<file path="src/pll_ctrl_pkg.sv">
// Constants for the primary clock controller: register map, fields, resets.
// Assumes one synchronous register port driven by the processor core or emulator.
// Function
// - Four dividers make four system clocks
// - First two dividers fixed at three, six
// - Third, fourth ratios set by own registers
// - Multiplier code 10011b gives times twenty
// - Hosts held off until configuration completes
// - Loop mode uses pre-divider then multiplier
// - Bypass routes input clock straight through
// - Only core or emulator reach registers
// - Control bit0 mode, bit3 loop reset
// - Pre-divider codes 0,1,2; reset 2h
package pll_ctrl_pkg;
   localparam logic [31:0] ADDR_RESET_TYPE = 32'h029a_00e4;
   localparam logic [31:0] ADDR_CONTROL = 32'h029a_0100;
   localparam logic [31:0] ADDR_MULT = 32'h029a_0110;
   localparam logic [31:0] ADDR_INPUT_PRE_DIVIDER = 32'h029a_0114;
   localparam logic [31:0] ADDR_COMMAND = 32'h029a_0138;
   localparam logic [31:0] ADDR_STATUS = 32'h029a_013c;
   localparam logic [31:0] ADDR_ALIGN = 32'h029a_0140;
   localparam logic [31:0] ADDR_DIVIDER_CHANGE_STATUS = 32'h029a_0144;
   localparam logic [31:0] ADDR_OUTPUT_CLOCK_STATUS = 32'h029a_0150;
   localparam logic [31:0] ADDR_DIV4 = 32'h029a_0160;
   localparam logic [31:0] ADDR_DIV5 = 32'h029a_0164;
   // Control register fields
   localparam int CTL_MODE_BIT = 0;
   localparam int CTL_PWRDN_BIT = 1;
   localparam int CTL_LRST_BIT = 3;
   localparam logic [31:0] CTL_READ_ONE = 32'h0000_0040;
   localparam logic [3:0] CTL_RESET = 4'h8;
   // Multiplier and pre-divider fields
   localparam logic [4:0] MULT_RESET = 5'h00;
   localparam int INPUT_PRE_DIVIDER_EN_BIT = 15;
   localparam logic [4:0] INPUT_PRE_DIVIDER_RATIO_RESET = 5'h02;
   localparam logic INPUT_PRE_DIVIDER_EN_RESET = 1'b1;
   localparam logic [4:0] INPUT_PRE_DIVIDER_RATIO_MAX = 5'h02;
   // Programmable divider fields and fixed divider ratios
   localparam int DIV_EN_BIT = 15;
   localparam logic [4:0] DIV4_RESET = 5'h09;
   localparam logic [4:0] DIV5_RESET = 5'h05;
   localparam logic [4:0] FIXED_A_RATIO = 5'h02;
   localparam logic [4:0] FIXED_B_RATIO = 5'h05;
   // Command, status, align bit positions
   localparam int GO_BIT = 0;
   localparam int STAT_LOCK_BIT = 1;
   localparam int STAT_RSTDONE_BIT = 2;
   localparam int ALIGN_DIV4_BIT = 3;
   localparam int ALIGN_DIV5_BIT = 4;
   localparam logic [4:0] ALIGN_RESET = 5'h18;
   // Master identities on the register port
   localparam logic [1:0] MASTER_CPU = 2'h0;
   localparam logic [1:0] MASTER_EMU = 2'h1;
   // Wait figures, in input clock periods
   localparam int LOOP_RESET_PERIODS = 128;
   localparam int LOCK_PERIODS = 2000;
   localparam int PER_W = 16;
endpackage

</file>
<file path="src/primary_pll_clock_controller.sv">
// Primary clock controller: mode select, pre-divider, multiplier, four dividers.
// Assumes the input clock arrives as a level sampled on mclk, and mclk runs
// faster than the fastest reference tick; every clock is an mclk-based pulse.
`timescale 1ns/1ps
`default_nettype none
module primary_pll_clock_controller
(
   input wire logic mclk, // System clock, 100 MHz
   input wire logic rst, // Async reset, active high
   input wire logic primaryInputClock, // Device input clock level
   input wire logic [2:0] lastResetKind, // Reset controller cause bits
   input wire logic regRead, // Register read strobe
   input wire logic regWrite, // Register write strobe
   input wire logic [1:0] regMaster, // Identity of requesting master
   input wire logic [31:0] regAddr, // Byte address
   input wire logic [31:0] regWdata, // Write data
   output logic [31:0] regRdata, // Read data, one cycle after strobe
   output logic regAck, // Answer pulse
   output logic regRefused, // Access refused pulse
   output logic referenceCoreClock, // Reference tick
   output logic busClockDiv3, // First system clock
   output logic peripheralClockDiv6, // Second system clock
   output logic externalIfClock, // Third system clock
   output logic debugTraceClock, // Fourth system clock
   output logic hostHoldoff, // Hosts must wait while high
   output logic configDone, // Pulse when configuration completes
   output logic pllLocked // Loop lock flag
);
   import pll_ctrl_pkg::*;

   ////////////////////////////////////////////////////////////////////////
   function automatic logic [4:0] divNext(input logic [4:0] cnt, input logic [4:0] ratio);
      divNext = (cnt >= ratio) ? 5'h00 : cnt + 5'h01;
   endfunction

   function automatic logic divHigh(input logic [4:0] cnt, input logic [4:0] ratio);
      divHigh = ({cnt, 1'b0} <= {1'b0, ratio});
   endfunction

   logic [3:0] ctl_ff;
   logic [4:0] mult_ff, preRatio_ff, align_ff;
   logic [4:0] div4Pend_ff, div5Pend_ff, div4Act_ff, div5Act_ff;
   logic [4:0] cntA_ff, cntB_ff, cnt4_ff, cnt5_ff;
   logic preEn_ff, div4En_ff, div5En_ff;
   logic goPending_ff, modeEff_ff, inPrev_ff, rstDone_ff, holdPrev_ff;
   logic [PER_W-1:0] perCnt_ff, period_ff;
   logic [PER_W+2:0] acc_ff;
   logic [10:0] lockCnt_ff;
   logic [7:0] rstCnt_ff;
   logic allowed, wrEn, inEdge, phaseZero, applyGo, refTick;

   assign allowed = (regMaster == MASTER_CPU) || (regMaster == MASTER_EMU);
   assign wrEn = regWrite && allowed;
   assign inEdge = primaryInputClock && !inPrev_ff;
   // Common boundary of both fixed dividers: the slowest fixed one wraps here
   assign phaseZero = refTick && (cntB_ff == FIXED_B_RATIO);
   assign applyGo = goPending_ff && phaseZero;
   ////////////////////////////////////////////////////////////////////////
   // Register writes; reserved bits are not stored
   always_ff @(posedge mclk or posedge rst)
   begin
      if (rst)
      begin
         ctl_ff <= CTL_RESET;
         mult_ff <= MULT_RESET;
         preRatio_ff <= INPUT_PRE_DIVIDER_RATIO_RESET;
         preEn_ff <= INPUT_PRE_DIVIDER_EN_RESET;
         div4Pend_ff <= DIV4_RESET;
         div5Pend_ff <= DIV5_RESET;
         div4En_ff <= 1'b1;
         div5En_ff <= 1'b1;
         align_ff <= ALIGN_RESET;
      end
      else if (wrEn)
      begin
         case (regAddr)
            ADDR_CONTROL:
            begin
               ctl_ff[CTL_MODE_BIT] <= regWdata[CTL_MODE_BIT];
               ctl_ff[CTL_PWRDN_BIT] <= regWdata[CTL_PWRDN_BIT];
               ctl_ff[CTL_LRST_BIT] <= regWdata[CTL_LRST_BIT];
            end
            ADDR_MULT: mult_ff <= regWdata[4:0];
            ADDR_INPUT_PRE_DIVIDER:
            begin
               // Reserved ratio codes are dropped rather than stored; the previous ratio is kept
               if (regWdata[4:0] <= INPUT_PRE_DIVIDER_RATIO_MAX)
               begin
                  preRatio_ff <= regWdata[4:0];
               end
               preEn_ff <= regWdata[INPUT_PRE_DIVIDER_EN_BIT];
            end
            ADDR_DIV4:
            begin
               div4Pend_ff <= regWdata[4:0];
               div4En_ff <= regWdata[DIV_EN_BIT];
            end
            ADDR_DIV5:
            begin
               div5Pend_ff <= regWdata[4:0];
               div5En_ff <= regWdata[DIV_EN_BIT];
            end
            ADDR_ALIGN:
            begin
               align_ff[ALIGN_DIV4_BIT] <= regWdata[ALIGN_DIV4_BIT];
               align_ff[ALIGN_DIV5_BIT] <= regWdata[ALIGN_DIV5_BIT];
            end
            default: ;
         endcase
      end
   end
   ////////////////////////////////////////////////////////////////////////
   // Go command; a new request in the completing cycle stays pending
   always_ff @(posedge mclk or posedge rst)
   begin
      if (rst)
      begin
         goPending_ff <= 1'b0;
         div4Act_ff <= DIV4_RESET;
         div5Act_ff <= DIV5_RESET;
      end
      else
      begin
         if (wrEn && regAddr == ADDR_COMMAND && regWdata[GO_BIT])
         begin
            goPending_ff <= 1'b1;
         end
         else if (applyGo)
         begin
            goPending_ff <= 1'b0;
         end
         if (applyGo)
         begin
            div4Act_ff <= div4Pend_ff;
            div5Act_ff <= div5Pend_ff;
         end
      end
   end
   ////////////////////////////////////////////////////////////////////////
   // Input clock period, measured in mclk cycles
   always_ff @(posedge mclk or posedge rst)
   begin
      if (rst)
      begin
         inPrev_ff <= 1'b0;
         perCnt_ff <= '0;
         period_ff <= '0;
      end
      else
      begin
         inPrev_ff <= primaryInputClock;
         if (inEdge)
         begin
            period_ff <= perCnt_ff + 1'b1;
            perCnt_ff <= '0;
         end
         else if (perCnt_ff != '1)
         begin
            perCnt_ff <= perCnt_ff + 1'b1;
         end
      end
   end
   ////////////////////////////////////////////////////////////////////////
   // Loop model: ticks at input rate times (code+1) over pre-divide.
   // Limitation: ticks cannot exceed mclk rate, so figures scale down.
   logic [PER_W+2:0] thresh;
   logic [PER_W+2:0] accSum;
   logic loopRun;
   assign thresh = (PER_W+3)'(period_ff) * (PER_W+3)'({1'b0, preRatio_ff} + 6'd1);
   assign accSum = acc_ff + (PER_W+3)'({1'b0, mult_ff} + 6'd1);
   assign loopRun = preEn_ff && pllLocked && !ctl_ff[CTL_PWRDN_BIT] && (period_ff != '0);

   logic loopTick;
   assign loopTick = loopRun && (accSum >= thresh);
   assign refTick = modeEff_ff ? loopTick : inEdge;

   always_ff @(posedge mclk or posedge rst)
   begin
      if (rst)
      begin
         acc_ff <= '0;
      end
      else if (!loopRun)
      begin
         acc_ff <= '0;
      end
      else
      begin
         acc_ff <= loopTick ? accSum - thresh : accSum;
      end
   end
   ////////////////////////////////////////////////////////////////////////
   // Mode changes at the common divider boundary, or at once while the loop is not running
   always_ff @(posedge mclk or posedge rst)
   begin
      if (rst)
      begin
         modeEff_ff <= 1'b0;
      end
      else if (modeEff_ff != ctl_ff[CTL_MODE_BIT])
      begin
         // Loop source stopped: nothing in flight, switch at once
         if (phaseZero || !loopRun)
         begin
            modeEff_ff <= ctl_ff[CTL_MODE_BIT];
         end
      end
   end
   ////////////////////////////////////////////////////////////////////////
   // Four dividers clocked by the reference tick
   always_ff @(posedge mclk or posedge rst)
   begin
      if (rst)
      begin
         cntA_ff <= '0;
         cntB_ff <= '0;
         cnt4_ff <= '0;
         cnt5_ff <= '0;
      end
      else if (refTick)
      begin
         cntA_ff <= divNext(cntA_ff, FIXED_A_RATIO);
         cntB_ff <= divNext(cntB_ff, FIXED_B_RATIO);
         cnt4_ff <= applyGo ? 5'h00 : divNext(cnt4_ff, div4Act_ff);
         cnt5_ff <= applyGo ? 5'h00 : divNext(cnt5_ff, div5Act_ff);
      end
   end

   always_ff @(posedge mclk or posedge rst)
   begin
      if (rst)
      begin
         referenceCoreClock <= 1'b0;
         busClockDiv3 <= 1'b0;
         peripheralClockDiv6 <= 1'b0;
         externalIfClock <= 1'b0;
         debugTraceClock <= 1'b0;
      end
      else
      begin
         referenceCoreClock <= refTick;
         busClockDiv3 <= divHigh(cntA_ff, FIXED_A_RATIO);
         peripheralClockDiv6 <= divHigh(cntB_ff, FIXED_B_RATIO);
         externalIfClock <= div4En_ff && divHigh(cnt4_ff, div4Act_ff);
         debugTraceClock <= div5En_ff && divHigh(cnt5_ff, div5Act_ff);
      end
   end
   ////////////////////////////////////////////////////////////////////////
   // Loop reset and lock timing, counted in input periods
   always_ff @(posedge mclk or posedge rst)
   begin
      if (rst)
      begin
         rstCnt_ff <= '0;
         rstDone_ff <= 1'b0;
         lockCnt_ff <= '0;
         pllLocked <= 1'b0;
      end
      else if (ctl_ff[CTL_LRST_BIT] || ctl_ff[CTL_PWRDN_BIT])
      begin
         lockCnt_ff <= '0;
         pllLocked <= 1'b0;
         if (inEdge && !rstDone_ff)
         begin
            rstCnt_ff <= rstCnt_ff + 1'b1;
            rstDone_ff <= (rstCnt_ff == 8'(LOOP_RESET_PERIODS - 1));
         end
      end
      else
      begin
         rstCnt_ff <= '0;
         rstDone_ff <= 1'b0;
         if (inEdge && !pllLocked)
         begin
            lockCnt_ff <= lockCnt_ff + 1'b1;
            pllLocked <= (lockCnt_ff == 11'(LOCK_PERIODS - 1));
         end
      end
   end

   ////////////////////////////////////////////////////////////////////////
   // Host hold-off while a go command or a mode change is pending
   always_ff @(posedge mclk or posedge rst)
   begin
      if (rst)
      begin
         hostHoldoff <= 1'b1;
         holdPrev_ff <= 1'b1;
         configDone <= 1'b0;
      end
      else
      begin
         hostHoldoff <= goPending_ff || (modeEff_ff != ctl_ff[CTL_MODE_BIT]);
         holdPrev_ff <= hostHoldoff;
         configDone <= holdPrev_ff && !hostHoldoff;
      end
   end

   ////////////////////////////////////////////////////////////////////////
   // Read path; unmapped addresses read zero, other masters refused
   logic [31:0] rdVal;
   always_comb
   begin
      rdVal = 32'h0000_0000;
      case (regAddr)
         ADDR_RESET_TYPE: rdVal = {29'h0000_0000, lastResetKind};
         ADDR_CONTROL: rdVal = CTL_READ_ONE | {28'h000_0000, ctl_ff[3], 1'b0, ctl_ff[1:0]};
         ADDR_MULT: rdVal = {27'h000_0000, mult_ff};
         ADDR_INPUT_PRE_DIVIDER: rdVal = {16'h0000, preEn_ff, 10'h000, preRatio_ff};
         ADDR_STATUS: rdVal = {29'h0000_0000, rstDone_ff, pllLocked, goPending_ff};
         ADDR_ALIGN: rdVal = {27'h000_0000, align_ff[4:3], 3'h0};
         ADDR_DIVIDER_CHANGE_STATUS: rdVal = {27'h000_0000, div5Pend_ff != div5Act_ff,
                                div4Pend_ff != div4Act_ff, 3'h0};
         ADDR_OUTPUT_CLOCK_STATUS: rdVal = {27'h000_0000, debugTraceClock, externalIfClock,
                               peripheralClockDiv6, busClockDiv3, referenceCoreClock};
         ADDR_DIV4: rdVal = {16'h0000, div4En_ff, 10'h000, div4Pend_ff};
         ADDR_DIV5: rdVal = {16'h0000, div5En_ff, 10'h000, div5Pend_ff};
         default: rdVal = 32'h0000_0000;
      endcase
   end

   always_ff @(posedge mclk or posedge rst)
   begin
      if (rst)
      begin
         regRdata <= 32'h0000_0000;
         regAck <= 1'b0;
         regRefused <= 1'b0;
      end
      else
      begin
         regAck <= (regRead || regWrite) && allowed;
         regRefused <= (regRead || regWrite) && !allowed;
         regRdata <= (regRead && allowed) ? rdVal : 32'h0000_0000;
      end
   end

endmodule // primary_pll_clock_controller
`default_nettype wire

</file>
<file path="config.mk">
export PLATFORM = sky130hd
export DESIGN_NAME = primary_pll_clock_controller
export DESIGN_NICKNAME = d
export VERILOG_FILES = /design/src/pll_ctrl_pkg.sv /design/src/primary_pll_clock_controller.sv
export SDC_FILE = /design/constraint.sdc
export NUM_CORES = 1
export LEC_CHECK = 0
export BUFFER_PORTS_ARGS = -buffer_cell sky130_fd_sc_hd__buf_4
export CAP_MARGIN = 25
export CELL_PAD_IN_SITES_DETAIL_PLACEMENT = 1
export CELL_PAD_IN_SITES_GLOBAL_PLACEMENT = 1
export CORE_ASPECT_RATIO = 0.8
export CORE_MARGIN = 8
export CORE_UTILIZATION = 30
export DETAILED_ROUTE_END_ITERATION = 7
export GPL_ROUTABILITY_DRIVEN = 0
export PLACE_DENSITY_LB_ADDON = 0.12
export SKIP_LAST_GASP = 1
export SLEW_MARGIN = 20
export SYNTH_ARGS = -nofsm -noshare
export SYNTH_HDL_FRONTEND = slang
export SYNTH_SLANG_ARGS = --single-unit
</file>
<file path="constraint.sdc">
create_clock -name mclk -period 13.8 [get_ports mclk]
set_clock_uncertainty 0.05 [all_clocks]
set_input_delay 1.38 -clock mclk [delete_from_list [all_inputs] [get_ports mclk]]
set_output_delay 1.38 -clock mclk [all_outputs]
set_load 0.005 [all_outputs]
</file>
==> results of run 1 <==
-- through the flow --
stage               hold WS (ps)  cell area (µm²)  power, mW  utilization, %  std cells
finish                       326            13000       1.41            34.4       1793
global route                 338            13000       1.52            34.4       1792
CTS                          330            13000       1.44            34.4       1791
detailed placement           321            12400      0.922            32.7       1760
global placement             320            12400      0.910            32.7       1760
floorplan                    319            11500      0.805               -       1243
-- synthesized netlist by cell type (3+ instances only) --
cell type / number
a222oi_1: 8
a211o_1: 3
nand2b_1: 17
buf_2: 3
nand3_1: 64
or3_1: 10
buf_4: 25
o2111ai_1: 3
o31ai_1: 6
o21ai_0: 49
inv_1: 90
mux2_2: 24
a2111oi_0: 3
ha_1: 75
o21a_1: 5
a21oi_1: 55
xnor2_1: 44
mux2_4: 3
nor2_1: 82
nor2b_1: 56
and3_1: 7
o21ai_1: 5
xor2_1: 45
clkbuf_1: 22
nor4_1: 9
a21o_1: 9
mux2i_1: 3
and3b_1: 3
nand3b_1: 4
dfstp_2: 17
and4_1: 3
dfrtp_1: 133
fa_1: 57
a211oi_1: 8
a31oi_1: 6
nor3_1: 26
nand4_1: 19
nand2_1: 118
and2_1: 46
nand4b_1: 3
-- cells by family after synthesis --
group	synth area share (%)
adder cells (fa/ha/maj)	18.2
multiplexers	3.03
XOR/XNOR	6.83
AND/OR/NAND/NOR	22.6
buffers and inverters	5.49
other	0.0329
AO/OA/AOI/OAI	10.7
flip-flops	33.1
-- state kept, by name, summed over array words and instances (netlist names), 2 cells and up --
signal	flops
align_ff	2
ctl_ff	3
regRdata	7
mult_ff	5
preRatio_ff	5
div4Pend_ff	5
div4Act_ff	5
acc_ff	19
div5Act_ff	5
cntB_ff	5
div5Pend_ff	5
cntA_ff	5
rstCnt_ff	8
perCnt_ff	16
cnt4_ff	5
period_ff	16
lockCnt_ff	11
cnt5_ff	5
-- per-layer routing --
metal | wire, µm | GRT usage, % | share of wire, % | vias up
met5 | 0 | 0 | 0 | -
met4 | 260 | 3.50 | 0.83 | 0
met3 | 595 | 2.04 | 1.9 | 17
met2 | 13100 | 21.3 | 42 | 65
met1 | 17400 | 22.3 | 55 | 4356
li1 | - | - | - | 4272
-- how the worst max path moves through the flow --
stage	startpoint	endpoint	slack, ps
floorplan	preRatio_ff[1]$_DFFE_PP1P_	div4Act_ff[1]$_DFFE_PP0P_	6350
global placement	preRatio_ff[0]$_DFFE_PP0P_	div4Act_ff[0]$_DFFE_PP1P_	4630
detailed placement	preRatio_ff[0]$_DFFE_PP0P_	div4Act_ff[0]$_DFFE_PP1P_	4570
CTS	preRatio_ff[0]$_DFFE_PP0P_	div4Act_ff[0]$_DFFE_PP1P_	4540
global route	preRatio_ff[0]$_DFFE_PP0P_	cntB_ff[3]$_DFFE_PP0P_	4020
finish	preRatio_ff[0]$_DFFE_PP0P_	div4Act_ff[0]$_DFFE_PP1P_	4710
-- worst max-delay path: stages (launching register included) --
cell       delay [ps]
dfrtp_1           880
nand2_1           100
nor2_1            800
nand2_1           210
fa_1              560
fa_1              530
fa_1              540
inv_1              50
ha_1              320
a21o_1            200
a2111oi_0         650
o31ai_1           230
o41a_1            420
a211o_1           290
a21oi_1           170
xnor2_1           110
ha_1              350
nand4_1           210
nor4_1            520
a221oi_1          230
nand2_1           110
a311o_1           150
a41oi_2           110
buf_4             230
nor3_2            530
mux2_2            410
-- final cells by class --
class | count | area share, %
clock inverters | 12 | 1.34
multi-input cells | 952 | 54.6
repair buffers | 73 | 4.19
inverters | 91 | 2.66
well taps | 495 | 4.76
diodes | 1 | 0.0192
flip-flops and latches | 150 | 29.0
clock buffers | 19 | 3.48
-- power by group --
group,internal (mW),switching [mW],total (mW)
combinational,0.156,0.209,0.364
sequential,0.484,0.0606,0.544
clock,0.311,0.193,0.505
==> out/metrics.cfg, run 1 <==
[run_status]
run_status = finished, final reports clean

[placement]
portBuffers = 63
pre_cts_slack_ps = 4570
dpl.hpwl_um = 24500

[clocking]
hold_buffers = 0
cts_resized = 0
cts_setup_buffers = 0
clk_pin_slew_ps = 60
cts_root_buf = clkbuf_16
clk_path_buf_depth = 2
clk_latency_ps = 440
htree_levels = 4
cts_num_sinks = 150
numCtsBuffers = 17
cts_tree = yes

[grt]
antenna_found_initial = 0
grt_start_max_net_pins = 84
globalRouteOverflowTotal = 0
grt_first_pass_wirelength_um = 51600
gr-usage-all-layers_pct = 14.6
first_global_vias = 9246

[timing]
worst_pin_slew_ps = 1000
rsz0062_at_grt = false
period_share_pct = 65.9
layout_setup_ws_ps = 4710
setup-tns-final_ps = 0
maxSlewViolCount = 0
relSlewSlack_pct = 33.0
hold_viol = 0
fin_crit_ps = 9090
setup_violations = 0
clock.fmax_ghz = 0.110

[floorplanning]
initial_core_util_pct = 30.1
coreArea_mm2 = 0.0379
die_area_mm2 = 0.0446
fp.dieH_um = 190
die_x_um = 234
pin_count = 116
rows = 64

[hold_path]
min-delay-start = hostHoldoff$_DFF_PP1_
hold_path_class = flop to flop
hold_path_end = holdPrev_ff$_DFF_PP1_
whs_path_depth = 0

[final_layout]
final_cell_mix = dfrtp_1, nand2_1, inv_1
multiInputGateArea_mm2 = 0.00711
final_common_cell = dfrtp_1
layout-drive-gt1-share_pct = 13.0
fin_nets = 1491
syn2layout_area_growth_pct = 14.1
fillers = 4333
seq_area_mm2 = 0.00377

[synthesis]
synthArstFlopShare_pct = 100
synth-seq-cells = 150
syn-instance-count = 1219
synth.area.top_cells = dfrtp_1, fa_1, ha_1
synth_edf_count = 0
synth_top_area_share_pct = 29.2
seq_area_frac_synth_pct = 33.1
synth_warnings = 0
synth.lib_cells_used.distinct = 78
synth_ff_type = dfrtp_1
synth.avg_cell_area_um2 = 9.36
syn_area_mm2 = 0.0114
synth_top_area_cell = dfrtp_1

[setup_path]
path_class = flop to flop
timing.rr.end = div4Act_ff[0]$_DFFE_PP1P_
start_kind = flop
rrSetupSlack_ps = 4710
critPathCaptureType = flop
r2r_start = preRatio_ff[0]$_DFFE_PP0P_
cp.required_ps = 14110
cp.arrival_ps = 9410
crit_path_max_fanout = 21
reg2regPathDepth = 25

[pwr]
leakagePower_nw = 5.98
p_per_area_mw_per_mm2 = 109
irDropWorstVdd_mv = 0.0703

[flow_run]
cap_violations = 0

[route]
drtAntennaViolNets = 0
wl_per_cell_um = 17.5
via_count = 8710
vias_per_cell = 4.86
drtIter0Drc = 345
drc_errors = 0
routed_wl_um = 31300
drtPass1Iterations = 5

(Power assumes the default switching activity.)
==> inputs of run 2 (changes only) <==
- ABC_AREA: default -> 1
- clock period: 13.8 -> 8.6 ns (I/O delays scaled with it)
==> out/metrics.cfg, run 2 <==
[timing]
maxSlewViolCount = 0  ; unchanged
hold_viol = 0  ; unchanged
rsz0062_at_grt = false
layout_setup_ws_ps = 1460  ; -3250 ps
period_share_pct = 83.1  ; +17 points
clock.fmax_ghz = 0.140  ; +27%
setup-tns-final_ps = 0  ; unchanged
setup_violations = 0  ; unchanged
worst_pin_slew_ps = 907  ; -95.5 ps
fin_crit_ps = 7140  ; -1950 ps
relSlewSlack_pct = 39.3  ; +6.4 points

[synthesis]
seq_area_frac_synth_pct = 31.3  ; -1.8 points
syn_area_mm2 = 0.0121  ; +5.8%
synthAdderAreaFrac_pct = 17.2  ; -1.0 points
synth_top_area_share_pct = 27.6  ; -1.6 points
syn-instance-count = 1623  ; +33%
synth_top_cells_by_count = nand2_1, inv_1, nor2_1
synth-simple-area-share_pct = 26.5  ; +3.9 points
synth_most_common_cell = nand2_1
synthArstFlopShare_pct = 100  ; unchanged
synth_top_area_cell = dfrtp_1
synth_warnings = 0  ; unchanged
synthXorXnorAreaFrac_pct = 4.64  ; -2.2 points
synth-seq-cells = 150  ; unchanged
synth.area.mux_share_pct = 0  ; -3.0 points
synth_top_family_by_area = simple AND/OR/NAND/NOR gates
synth_compound_gate_area_share_pct = 9.15  ; -1.6 points
synth.area.top_cells = dfrtp_1, nand2_1, fa_1
synth_ff_type = dfrtp_1
synth.lib_cells_used.distinct = 46  ; -41%
synth.avg_cell_area_um2 = 7.44  ; -21%
synth_edf_count = 0  ; unchanged

[final_layout]
fillers = 4915  ; +13%
fin_util_pct = 34.4  ; +0.068 points
syn2layout_area_growth_pct = 13.0
fin_nets = 1891  ; +27%
final_cell_mix = nand2_1, inv_1, nor2_1
final_cells = 2234  ; +25%
final_common_cell = nand2_1
top_register = acc_ff
largest_reg_flops = 19  ; unchanged
seq_area_mm2 = 0.00377  ; unchanged
antenna_cells = 0  ; -1
layout-drive-gt1-share_pct = 8.78  ; -4.3 points
largest_registers = acc_ff: 19 flops, perCnt_ff: 16 flops, period_ff: 16 flops
multiInputGateArea_mm2 = 0.00704  ; -0.99%

[pwr]
power_mw = 1.92  ; +36%
p_per_area_mw_per_mm2 = 141  ; +30%
leakagePower_nw = 6.91  ; +16%
irDropWorstVdd_mv = 0.106  ; +51%

[placement]
portBuffers = 63  ; unchanged
placed_cells = 2202  ; +25%
dpl.hpwl_um = 28500  ; +16%
pre_cts_slack_ps = 1450  ; -3130 ps

[clocking]
cts_tree = yes
hold_buffers = 0  ; unchanged
clk_latency_ps = 460  ; +20 ps
numCtsBuffers = 17  ; unchanged
cts_root_buf = clkbuf_16
clk_path_buf_depth = 2  ; unchanged
htree_levels = 4  ; unchanged
clk_pin_slew_ps = 70  ; about the same
cts_setup_buffers = 0  ; unchanged
cts_num_sinks = 150  ; unchanged
cts_resized = 0  ; unchanged

[grt]
grt_start_max_net_pins = 56  ; -33%
antenna_found_initial = 0  ; unchanged
grt_first_pass_wirelength_um = 59000  ; +14%
grt_use_met2_pct = 23.5  ; +2.1 points
busiest_layer = met1
met3_usage_pct = 2.63  ; +0.59 points
first_global_vias = 11025  ; +19%
gr-usage-all-layers_pct = 15.7  ; +1.1 points
use_met1_pct = 23.5  ; +1.2 points
globalRouteOverflowTotal = 0  ; unchanged

[setup_path]
critical_path.slowest_cell = dfstp_2
critPathTopFamily = adder cells
cp.arrival_ps = 7440  ; -1970 ps
critPathCaptureType = flop
start_kind = flop
path_class = flop to flop
crit_top_cell = nand2_1
cp.required_ps = 8900  ; -5210 ps
slowest_delay_ps = 570  ; -310 ps
crit_path_max_fanout = 17  ; -19%
critical_path.n_buffers_inverters = 6  ; +4

[floorplanning]
pin_count = 116  ; unchanged
rows = 65  ; +1.6%
fp.dieH_um = 195  ; +2.6%
die_area_mm2 = 0.0470  ; +5.4%
initial_core_util_pct = 30.5  ; +0.36 points
die_x_um = 240  ; +2.7%
coreArea_mm2 = 0.0396  ; +4.6%

[flow_run]
cap_violations = 0  ; unchanged

[route]
drtAntennaViolNets = 0  ; unchanged
drtPass1Iterations = 4  ; -1
wl_per_cell_um = 15.8  ; -9.6%
drc_errors = 0  ; unchanged
drtIter0Drc = 437  ; +27%
via_count = 10358  ; +19%
routed_wl_um = 35300  ; +13%
vias_per_cell = 4.64  ; -4.6%

[run_status]
run_status = finished, final reports clean

[hold_path]
hold_path_class = flop to flop

-- run 2: final timing paths --
check	start	to	slack [ps]	cells after the start
worst max-delay path	preRatio_ff[1]$_DFFE_PP1P_	modeEff_ff$_DFFE_PP0P_	1460	37
worst min-delay path	hostHoldoff$_DFF_PP1_	holdPrev_ff$_DFF_PP1_	330	0
worst max register to register	preRatio_ff[1]$_DFFE_PP1P_	modeEff_ff$_DFFE_PP0P_	1460	37
worst min register to register	hostHoldoff$_DFF_PP1_	holdPrev_ff$_DFF_PP1_	330	0
max in group asynchronous	rst	preRatio_ff[0]$_DFFE_PP0P_	6320	4
min in group asynchronous	rst	rstCnt_ff[5]$_DFFE_PP0P_	420	2
-- run 2: per-layer routing --
layer	share of wire [%]	wire length (µm)
met2	42	15000
met5	0	0
met4	0.71	251
met1	55	19300
met3	2.0	721
-- run 2: report_power, final --
| part | internal [mW] | switching, mW | leakage, nW |
|---|---|---|---|
| clock network | 0.415 | 0.350 | 0.280 |
| registers | 0.738 | 0.0299 | 2.00 |
| logic | 0.141 | 0.246 | 4.63 |
| total | 1.29 | 0.626 | 6.91 |
-- run 2: through the flow --
| step | hold WS (ps) | area [µm²] |
|---|---|---|
| after floorplan | 319 | 12200 |
| after global placement | 321 | 13100 |
| after detailed placement | 328 | 13100 |
| after CTS | 338 | 13600 |
| after global routing | 344 | 13600 |
| final | 334 | 13600 |
-- run 2: cell type report --
class,instances,area share [%]
multi-input cells,1169,51.6
flip-flops and latches,150,27.7
inverters,273,7.55
well taps,536,4.92
repair buffers,74,4.07
clock buffers,19,3.25
clock inverters,13,0.981
-- run 2: logic make-up after synthesis --
| family | count (synthesis) |
|---|---|
| adders and majority gates | 132 |
| DFF | 150 |
| and+or+nand+nor | 744 |
| buffers and inverters | 328 |
| AOI/OAI and AO/OA | 204 |
| other | 1 |
| xor gates and xnor gates | 64 |
==> inputs of run 3 (changes only) <==
- ABC_AREA: 1 -> 0
- clock period: 8.6 -> 6.3 ns (I/O delays scaled with it)
==> out/metrics.cfg, run 3 (same netlist as run 1, synthesis figures left out) <==
[run_status]
run_status = complete, but fails checks
violations = setup timing

[clocking]
clk_latency_ps = 440  ; -20 ps
htree_levels = 4  ; unchanged
cts_tree = yes
clk_path_buf_depth = 2  ; unchanged
cts_root_buf = clkbuf_16
clk_pin_slew_ps = 70  ; about the same
hold_buffers = 0  ; unchanged
numCtsBuffers = 17  ; unchanged
cts_num_sinks = 150  ; unchanged

[final_layout]
final_common_cell = buf_4
top_register = acc_ff
largest_registers = acc_ff: 19 flops, perCnt_ff: 16 flops, period_ff: 16 flops
syn2layout_area_growth_pct = 27.4
antenna_cells = 0  ; unchanged
final_cell_mix = buf_4, dfrtp_1, nand2_1
fin_nets = 1606  ; -15%
final_cells = 1907  ; -15%
layout-drive-gt1-share_pct = 25.7  ; +17 points
largest_reg_flops = 19  ; unchanged

[setup_path]
reg2regPathDepth = 30  ; -19%
path_class = flop to flop
crit_top_cell = a21o_1
slowest_delay_ps = 560  ; about the same
cp.required_ps = 6580  ; -2320 ps
critPathCaptureType = flop
cp.arrival_ps = 7060  ; -380 ps
crit_path_max_fanout = 7  ; -10
critical_path.slowest_cell = dfstp_2
start_kind = flop

[floorplanning]
coreArea_mm2 = 0.0379  ; -4.4%
pin_count = 116  ; unchanged
die_area_mm2 = 0.0446  ; -5.1%
rows = 64  ; -1.5%
initial_core_util_pct = 30.1  ; -0.36 points
die_x_um = 234  ; -2.6%
fp.dieH_um = 190  ; -2.6%

[pwr]
p_per_area_mw_per_mm2 = 232  ; +64%
power_mw = 3.37  ; +75%
leakagePower_nw = 6.65  ; -3.8%
irDropWorstVdd_mv = 0.139  ; +31%

[timing]
setup_violations = 47  ; +47
period_share_pct = 108  ; +25 points
layout_setup_ws_ps = -487  ; -1940 ps
setup-tns-final_ps = -16450  ; -16450 ps
hold_ws_ps = 164  ; -171 ps
worst_pin_slew_ps = 993  ; +86.7 ps
rsz0062_at_grt = true
clock.fmax_ghz = 0.147  ; +5.3%
maxSlewViolCount = 0  ; unchanged
fin_crit_ps = 6790  ; -357 ps
relSlewSlack_pct = 33.2  ; -6.2 points
hold_viol = 0  ; unchanged

[route]
drtPass1Iterations = 5  ; +1
vias_per_cell = 4.85  ; +4.5%
drtIter0Drc = 403  ; -7.8%
drtAntennaViolNets = 0  ; unchanged
via_count = 9243  ; -11%
drc_errors = 0  ; unchanged
routed_wl_um = 33800  ; -4.1%
wl_per_cell_um = 17.7  ; +12%

[grt]
gr-usage-all-layers_pct = 15.6  ; -0.060 points
globalRouteOverflowTotal = 0  ; unchanged
grt_first_pass_wirelength_um = 55000  ; -6.9%
grt_start_max_net_pins = 99  ; +77%
antenna_found_initial = 1  ; +1
first_global_vias = 9791  ; -11%

[flow_run]
cap_violations = 0  ; unchanged

[placement]
placed_cells = 1856  ; -16%
dpl.hpwl_um = 26900  ; -5.5%
portBuffers = 63  ; unchanged

[hold_path]
hold_path_class = primary input to asynchronous set/reset pin

## run 3: cell types whose count changed in the layout (fill, tap and decap cells not counted), moves of 18 or more
cell | before | now
nor2b_1 | 0 | 48
mux2_2 | 0 | 22
and2_1 | 4 | 44
buf_4 | 74 | 167
o21ai_0 | 93 | 36
inv_1 | 269 | 87
nor2_1 | 190 | 78
nand2_1 | 358 | 117
nand3_1 | 84 | 53
xnor2_1 | 26 | 44
## run 3: report_power, final
part	total, mW	internal (mW)	leakage [nW]	switching, mW
clock network	1.14	0.702	0.299	0.436
registers	1.19	1.06	1.96	0.130
logic	1.04	0.481	4.39	0.556
total	3.37	2.24	6.65	1.12
## run 3: stage by stage
step | util [%] | cell area, µm² | setup slack (ps)
after global placement | 35.3 | 13400 | -637
after global routing | 38.4 | 14500 | -859
after detailed placement | 35.3 | 13400 | -740
after floorplan | - | 11700 | -398
final | 38.4 | 14500 | -487
after CTS | 37.6 | 14200 | -503
## run 3: timing repair
action / in CTS / in global routing
gates cloned: 0 / 1
resized for setup: 33 / 53
endpoints found under the setup margin: 52 / 52
setup buffers: 12 / 8
pin swaps: 43 / 31
## run 3: layer usage
metal,GRT usage (%),wire length (µm),up-vias
li1,-,-,4506
met1,24.1,18500,4627
met2,22.6,14000,92
met3,2.29,997,18
met4,3.05,269,0
met5,0,0,-
## run 3: worst paths after layout
check                                           startpoint                         end  slack [ps]
worst max-delay path            preRatio_ff[1]$_DFFE_PP1P_      cntB_ff[0]$_DFFE_PP0P_        -490
worst min-delay path                                   rst       regRdata[4]$_DFF_PP0_         160
worst max register to register  preRatio_ff[1]$_DFFE_PP1P_      cntB_ff[0]$_DFFE_PP0P_        -490
worst min register to register       hostHoldoff$_DFF_PP1_       holdPrev_ff$_DFF_PP1_         320
max in group asynchronous                              rst  preRatio_ff[0]$_DFFE_PP0P_        4900
min in group mclk                        primaryInputClock         inPrev_ff$_DFF_PP0_         270
## run 3: layout make-up
type / count / area (µm²)
multi-input combinational: 952 / 7590
clock buffer: 19 / 433
clock inverter: 12 / 204
sequential: 150 / 3780
tap: 495 / 619
inverter: 91 / 352
timing repair buffer: 188 / 1560
fill: 4320 / 23300
## run 3: worst max-delay path: cells and delay by family, from the launching register on
kind            cells  cell delay (ps)
compound gates     11             2620
buf+inv             8              810
flops               1              560
simple gates        3              290
xor+xnor            2              350
fa+ha+maj           6             1960
